### src/shared/fast_counter_pkg.sv
// Constants shared by the fast counter and interrupt input block.
package fast_counter_pkg;
   localparam int          COUNT_W         = 16;
   localparam logic [15:0] COUNT_RESET     = 16'h0000;
   localparam logic [15:0] CMP_FORBIDDEN   = 16'h0001;
   localparam logic [15:0] CMP_LOW_LIMIT   = 16'h0002;
   localparam logic [15:0] ERR_NONE        = 16'h0000;
   localparam logic [15:0] ERR_BAD_COMPARE = 16'h00fd;
   localparam logic [7:0]  SRC_INPUT_ONE   = 8'h41;
   localparam logic [7:0]  SRC_INPUT_TWO   = 8'h42;
   localparam logic [7:0]  SRC_COMPARE_ONE = 8'h41;
   localparam logic [7:0]  SRC_COMPARE_TWO = 8'h42;
   localparam logic [7:0]  SRC_NONE        = 8'h00;

   typedef enum logic [2:0] {
      MODE_IDLE    = 3'b001,
      MODE_IRQ_IN  = 3'b010,
      MODE_COUNTER = 3'b100
   } share_mode_t;
endpackage

### src/core/fast_counter_interrupt_inputs.sv
// Fast up-counter and edge-triggered interrupt inputs sharing one resource.
`timescale 1ns/100ps
// ----------------------------------------------------------------------
// ----------------------------------------------------------------------
module fast_counter_interrupt_inputs (
   // Clock and reset.
   input  wire logic        clk,
   input  wire logic        rst,
   // External terminals.
   input  wire logic        irq_in_one,
   input  wire logic        irq_in_two,
   input  wire logic        count_pulse,
   input  wire logic        count_enable_in,
   // Interrupt input gate call.
   input  wire logic        interrupt_input_gate_call,
   input  wire logic        gate_enable,
   // Counter setup call.
   input  wire logic        counter_setup_call,
   input  wire logic        setup_start,
   input  wire logic        setup_enable_input,
   input  wire logic        first_compare_irq_enable,
   input  wire logic        second_compare_irq_enable,
   input  wire logic [15:0] first_compare_value,
   input  wire logic [15:0] second_compare_value,
   // Counter read call.
   input  wire logic        counter_read_call,
   // Call results.
   output logic             call_done,
   output logic [15:0]      call_result_word,
   output logic             result_ok_bit,
   // Hardware interrupt request.
   output logic             hardware_irq_handler,
   output logic [7:0]       irq_source_code,
   // Status.
   output logic [15:0]      count_value,
   output logic             counter_running
);
   // Shared mode, run flag and count.
   fast_counter_pkg::share_mode_t mode_q;
   fast_counter_pkg::share_mode_t mode_d;
   logic                          run_q;
   logic                          run_d;
   logic [15:0]                   count_q;
   logic [15:0]                   count_d;
   // Counter configuration.
   logic [15:0]                   cmp1_q;
   logic [15:0]                   cmp1_d;
   logic [15:0]                   cmp2_q;
   logic [15:0]                   cmp2_d;
   logic                          use_en_q;
   logic                          use_en_d;
   logic                          ie1_q;
   logic                          ie1_d;
   logic                          ie2_q;
   logic                          ie2_d;
   // Terminal history for edge detection.
   logic                          one_q;
   logic                          one_d;
   logic                          two_q;
   logic                          two_d;
   logic                          pulse_q;
   logic                          pulse_d;
   // Call results.
   logic                          done_q;
   logic                          done_d;
   logic                          ok_q;
   logic                          ok_d;
   logic [15:0]                   result_q;
   logic [15:0]                   result_d;
   // Interrupt request.
   logic                          irq_q;
   logic                          irq_d;
   logic [7:0]                    src_q;
   logic [7:0]                    src_d;
   // Decoded events.
   logic                          edge_one;
   logic                          edge_two;
   logic                          step;
   logic                          bad_cmp;
   logic                          any_call;
   logic                          in_count_mode;
   logic                          below_limit;
   logic                          advance;
   logic [15:0]                   next_count;
   logic [15:0]                   cmp_word [2];
   logic [1:0]                    cmp_irq_en;
   logic [1:0]                    match;

   // ----------------------------------------------------------------------
   // Input edge detection
   // ----------------------------------------------------------------------
   // Input one idles high, so its history resets high and no false edge follows reset.
   always_comb begin
      one_d    = irq_in_one;
      two_d    = irq_in_two;
      pulse_d  = count_pulse;
      edge_one = one_q && !irq_in_one && !irq_in_two;
      edge_two = !two_q && irq_in_two;
      step     = !pulse_q && count_pulse && (!use_en_q || count_enable_in);
   end

   always_ff @(posedge clk) begin
      if (rst) begin
         one_q   <= 1'b1;
         two_q   <= 1'b0;
         pulse_q <= 1'b0;
      end else begin
         one_q   <= one_d;
         two_q   <= two_d;
         pulse_q <= pulse_d;
      end
   end

   // ----------------------------------------------------------------------
   // Call decode and results
   // ----------------------------------------------------------------------
   // Calls are served in priority setup, gate, read; a setup wins if two arrive together.
   always_comb begin
      any_call = counter_setup_call || interrupt_input_gate_call || counter_read_call;
      bad_cmp  = (first_compare_value == fast_counter_pkg::CMP_FORBIDDEN) ||
                 (second_compare_value == fast_counter_pkg::CMP_FORBIDDEN);
      done_d   = any_call;
      ok_d     = ok_q;
      result_d = result_q;
      if (counter_setup_call) begin
         if (bad_cmp) begin
            result_d = fast_counter_pkg::ERR_BAD_COMPARE;
            ok_d     = 1'b0;
         end else begin
            result_d = fast_counter_pkg::ERR_NONE;
            ok_d     = 1'b1;
         end
      end else if (interrupt_input_gate_call) begin
         result_d = fast_counter_pkg::ERR_NONE;
         ok_d     = 1'b1;
      end else if (counter_read_call) begin
         result_d = count_q;
         ok_d     = 1'b1;
      end
   end

   always_ff @(posedge clk) begin
      if (rst) begin
         done_q   <= 1'b0;
         ok_q     <= 1'b1;
         result_q <= fast_counter_pkg::ERR_NONE;
      end else begin
         done_q   <= done_d;
         ok_q     <= ok_d;
         result_q <= result_d;
      end
   end

   // ----------------------------------------------------------------------
   // Counter configuration
   // ----------------------------------------------------------------------
   // A refused setup leaves the previous configuration in force.
   always_comb begin
      cmp1_d   = cmp1_q;
      cmp2_d   = cmp2_q;
      ie1_d    = ie1_q;
      ie2_d    = ie2_q;
      use_en_d = use_en_q;
      if (counter_setup_call && !bad_cmp) begin
         cmp1_d   = first_compare_value;
         cmp2_d   = second_compare_value;
         ie1_d    = first_compare_irq_enable;
         ie2_d    = second_compare_irq_enable;
         use_en_d = setup_enable_input;
      end
   end

   always_ff @(posedge clk) begin
      if (rst) begin
         cmp1_q   <= 16'h0000;
         cmp2_q   <= 16'h0000;
         ie1_q    <= 1'b0;
         ie2_q    <= 1'b0;
         use_en_q <= 1'b0;
      end else begin
         cmp1_q   <= cmp1_d;
         cmp2_q   <= cmp2_d;
         ie1_q    <= ie1_d;
         ie2_q    <= ie2_d;
         use_en_q <= use_en_d;
      end
   end

   // ----------------------------------------------------------------------
   // Shared mode and counter
   // ----------------------------------------------------------------------
   // A zero limit means no ceiling; the count then wraps at ffff.
   always_comb begin
      next_count    = count_q + 16'h0001;
      in_count_mode = (mode_q == fast_counter_pkg::MODE_COUNTER);
      below_limit   = (cmp2_q == 16'h0000) || (count_q < cmp2_q);
      advance       = !any_call && in_count_mode && run_q && step && below_limit;
      mode_d        = mode_q;
      run_d         = run_q;
      count_d       = count_q;
      if (counter_setup_call) begin
         if (!bad_cmp) begin
            run_d   = setup_start;
            count_d = fast_counter_pkg::COUNT_RESET;
            // Claiming the counter releases the interrupt inputs.
            mode_d  = setup_start ? fast_counter_pkg::MODE_COUNTER
                                  : fast_counter_pkg::MODE_IDLE;
         end
      end else if (interrupt_input_gate_call) begin
         run_d  = 1'b0;
         mode_d = gate_enable ? fast_counter_pkg::MODE_IRQ_IN
                              : fast_counter_pkg::MODE_IDLE;
      end else if (advance) begin
         count_d = next_count;
      end
   end

   always_ff @(posedge clk) begin
      if (rst) begin
         mode_q  <= fast_counter_pkg::MODE_IDLE;
         run_q   <= 1'b0;
         count_q <= fast_counter_pkg::COUNT_RESET;
      end else begin
         mode_q  <= mode_d;
         run_q   <= run_d;
         count_q <= count_d;
      end
   end

   // ----------------------------------------------------------------------
   // Compare matches
   // ----------------------------------------------------------------------
   // A zero compare value disables its match, so an unused compare never fires.
   always_comb begin
      cmp_word[0] = cmp1_q;
      cmp_word[1] = cmp2_q;
      cmp_irq_en  = {ie2_q, ie1_q};
   end

   for (genvar i = 0; i < 2; i++) begin : g_cmp
      assign match[i] = cmp_irq_en[i] && (next_count == cmp_word[i]) &&
                        (cmp_word[i] != 16'h0000);
   end

   // ----------------------------------------------------------------------
   // Interrupt request
   // ----------------------------------------------------------------------
   // No interrupt is judged in a cycle that carries a call; the call takes the slot.
   always_comb begin
      irq_d = 1'b0;
      src_d = src_q;
      if (!any_call) begin
         unique case (mode_q)
            fast_counter_pkg::MODE_IRQ_IN: begin
               if (edge_one) begin
                  irq_d = 1'b1;
                  src_d = fast_counter_pkg::SRC_INPUT_ONE;
               end else if (edge_two) begin
                  irq_d = 1'b1;
                  src_d = fast_counter_pkg::SRC_INPUT_TWO;
               end
            end
            fast_counter_pkg::MODE_COUNTER: begin
               // Compare two is checked last, so its code wins when both match.
               if (advance && match[0]) begin
                  irq_d = 1'b1;
                  src_d = fast_counter_pkg::SRC_COMPARE_ONE;
               end
               if (advance && match[1]) begin
                  irq_d = 1'b1;
                  src_d = fast_counter_pkg::SRC_COMPARE_TWO;
               end
            end
            fast_counter_pkg::MODE_IDLE: begin
            end
         endcase
      end
   end

   always_ff @(posedge clk) begin
      if (rst) begin
         irq_q <= 1'b0;
         src_q <= fast_counter_pkg::SRC_NONE;
      end else begin
         irq_q <= irq_d;
         src_q <= src_d;
      end
   end

   // ----------------------------------------------------------------------
   // Outputs
   // ----------------------------------------------------------------------
   always_comb begin
      call_done            = done_q;
      call_result_word     = result_q;
      result_ok_bit        = ok_q;
      hardware_irq_handler = irq_q;
      irq_source_code      = src_q;
      count_value          = count_q;
      counter_running      = run_q;
   end
endmodule

### config.mk
export PLATFORM = sky130hd
export DESIGN_NAME = fast_counter_interrupt_inputs
export DESIGN_NICKNAME = d
export VERILOG_FILES = /design/src/shared/fast_counter_pkg.sv /design/src/core/fast_counter_interrupt_inputs.sv
export SDC_FILE = /design/constraint.sdc
export NUM_CORES = 1
export LEC_CHECK = 0
export BUFFER_PORTS_ARGS = -buffer_cell sky130_fd_sc_hd__buf_2
export CAP_MARGIN = 15
export CORE_ASPECT_RATIO = 1.25
export CORE_MARGIN = 4
export CORE_UTILIZATION = 51
export CTS_BUF_LIST = sky130_fd_sc_hd__clkbuf_2
export CTS_CLUSTER_DIAMETER = 50
export DETAILED_ROUTE_END_ITERATION = 6
export PLACE_DENSITY = 0.79
export SLEW_MARGIN = 20
export SYNTH_ARGS = -nofsm -noshare
export SYNTH_HDL_FRONTEND = slang
export SYNTH_SLANG_ARGS = --single-unit
### constraint.sdc
create_clock -name clk -period 6.28 [get_ports clk]
set_clock_uncertainty 0.1 [all_clocks]
set_input_delay 1.57 -clock clk [delete_from_list [all_inputs] [get_ports clk]]
set_output_delay 1.57 -clock clk [all_outputs]
set_load 0.02 [all_outputs]
==> out/metrics.cfg <==
[clock_tree]
cts-hold-fix-buffers = 0
clkSinkCount = 79
numCtsBuffers = 9
tritoncts = yes
clkSlewWorstSetupHoldPaths_ps = 190
cts-htree-levels = 3
cts.root.buffer_cell = clkbuf_2
count_of_instances_resized_after_the_clock_tree_is_built = 0
insertion_delay_ps = 550
post-cts-setup-buffer-count = 0
cts_buffer_depth = 2

[timing]
hold_violations = 0
drv_slew = 0
rsz0062_at_grt = no
hold_ws_ps = 369
fmax_mhz = 263
worst_pin_slew_ps = 1010
setup-violations-final = 0
finalWorstPathRequiredPeriod_ps = 3800
max-slew-margin-rel_pct = 32.8
tns_ps = 0
fin_crit_sh_pct = 60.6

[placement]
post-dp-hpwl_um = 9680
dp.cells = 719
finalWeightedCongestion = 0.942
placed_cell_area_mm2 = 0.00522
numPortBuffers = 84

[drt]
detailroute.via_count = 4348
antenna_left = 0
highest_layer = met4
routed_wire_length_per_instance_um = 17.3
detailedRoute.firstIterationViolations = 263
drt-vias-per-instance = 5.92
met1Wirelength_um = 5420
routed-wl-met3_um = 670
drt_wl_total_um = 12700
route.met2.wl_um = 6180
drc_violation_count_after_routing = 0
drt_first_pass_iters = 5

[die]
num_rows = 39
die-width_um = 94.9
coreArea_mm2 = 0.00917
vert_die_dim_um = 117
start_util_pct = 52.4
fp.dieArea_mm2 = 0.0111
floorplan.io_pins = 90

[yosys]
ys_types = 71
syn_area_per_cell_um2 = 8.79
combinational_family_with_the_most_area_after_synthesis = simple AND/OR/NAND/NOR gates
synth.mux.area_fraction_pct = 10.9
synth_fa_ha_area_share_pct = 4.63
synth_async_sr_flop_share_pct = 0
netlist.area_leader.share_pct = 32.9
synth_enable_flop_cells = 0
seq_area_frac_synth_pct = 32.9
netlist.top_cell.by_area = dfxtp_1
synth.top_cells.by_area = dfxtp_1, mux2i_1, nor2_1
synth_compound_area_share_pct = 12.8
syn_area_mm2 = 0.00481
ys.warnings.count = 0
yosys_most_used_dff = dfxtp_1
synth-simple-area-share_pct = 24.1
xor_xnor_cell_area_share_of_the_yosys_netlist_pct = 8.61
synth.ff_latch_count = 79
synthesis.instances = 547

[cells_and_area]
final_stage_net_count = 670
fin_cells = 735
syn_to_final_growth_pct = 10.4
postLayoutCellArea_mm2 = 0.00531
layout-drive-gt1-share_pct = 19.6

[setup_path]
critical_path.startpoint_type = input port
critical_path_class = in2reg
timing.critical_path.to_type = flip-flop
path_max_fanout = 30
worst-r2r-setup-slack_ps = 2520
crit_arrival_ps = 4170
worst_ep_required_time_ps = 6640

[global_routing]
globalRouteOverflowTotal = 0
grt.total_usage_pct = 24.0
grt_max_degree = 69
via_count_of_the_first_global_routing_pass = 4169
grt_pass1_wl_um = 20800
initial_antenna_violation_count = 0

[power_and_ir_drop]
cellPowerDensity_mw_per_mm2 = 165
power_leakage_nw = 2.35
peakVddDrop_uv = 116

[hold_path]
worst_hold_path_type = reg2reg

[run_status]
status = complete, no violations

[job]
cap_viol_max_count = 0

==> critical path, stage by stage <==
cell and delay [ps]:
buf_2 260, nor3_1 350, o2111ai_1 250, nor2b_1 250
a31oi_4 310, a2111o_1 440, o32ai_1 290, nor2_2 120
mux2_4 310
==> through the flow <==
step	setup WS (ps)	power (W)	utilization (%)
after detailed placement	1660	0.000668	56.9
after floorplan	2600	0.000629	-
after CTS	2290	0.000879	57.7
after global routing	2220	0.000918	57.8
final	2480	0.000873	57.9
after global placement	1800	0.000664	56.9
==> cell type report <==
| cell class | instances | area, µm² |
|---|---|---|
| well taps | 123 | 154 |
| clock inverters | 6 | 28.8 |
| flip-flops and latches | 79 | 1580 |
| repair buffers | 85 | 430 |
| clock buffers | 9 | 45.0 |
| inverters | 24 | 90.1 |
| fillers | 887 | 3860 |
| diodes | 1 | 2.50 |
| multi-input cells | 408 | 2980 |
==> power breakdown <==
part / leakage [nW] / internal [W] / total [W] / switching (W)
Sequential: 0.645 / 0.000518 / 0.000537 / 0.0000192
Combinational: 1.65 / 0.0000564 / 0.000122 / 0.0000652
Clock: 0.0501 / 0.0000445 / 0.000214 / 0.000170
==> layer usage <==
metal | GRT usage, % | vias to the layer above
li1 | - | 2099
met1 | 30.8 | 2051
met2 | 39.3 | 163
met3 | 2.64 | 35
met4 | 13.3 | 0
met5 | 0 | -
==> cell usage in the layout (no fill, tap or decap), drive strengths merged, types with 6 or more instances in the layout <==
cell type,synthesis,final
ha,17,17
nor2b,12,12
nor2,73,73
buf,16,85
nand3,15,15
or3b,6,6
nor3,9,9
xnor2,18,18
a211oi,7,7
mux2i,51,51
a21oi,29,29
inv,24,24
nor4,22,22
nand2,10,10
or3,13,13
o21ai,31,31
clkbuf,24,9
xor2,11,11
nand4,13,13
dfxtp,79,79
==> cells by family after synthesis <==
group	after synthesis
adder cells (fa/ha/maj)	18
AO/OA/AOI/OAI	98
flip-flops	79
buffers and inverters	64
other	1
XOR/XNOR	36
AND/OR/NAND/NOR	199
multiplexers	52
==> registers in the layout (all words and copies together) (netlist names) <==
register and cells:
irq_source_code 3, mode_q 3, cmp1_q 16, use_en_q 1
call_result_word 16, count_value 16, call_done 1, result_ok_bit 1
cmp2_q 16, hardware_irq_handler 1, pulse_q 1, ie1_q 1
two_q 1, ie2_q 1, one_q 1
==> synthesized netlist by cell type, drive strengths merged, types with 10 or more instances <==
library cell,number
dfxtp,79
nor2,73
mux2i,51
o21ai,31
a21oi,29
clkbuf,24
inv,24
nor4,22
xnor2,18
ha,17
buf,16
nand3,15
nand4,13
or3,13
nor2b,12
xor2,11
nand2,10
==> worst paths after layout <==
path                                      end                              from  cells past startpoint
max           irq_source_code[0]$_SDFFE_PP0P_                 counter_read_call                      9
min          call_result_word[0]$_SDFFE_PP0P_  call_result_word[0]$_SDFFE_PP0P_                      2
max reg2reg   irq_source_code[0]$_SDFFE_PP0P_       count_value[4]$_SDFFE_PP0P_                      8
min reg2reg  call_result_word[0]$_SDFFE_PP0P_  call_result_word[0]$_SDFFE_PP0P_                      2
Power figures use the tool's default switching activity.
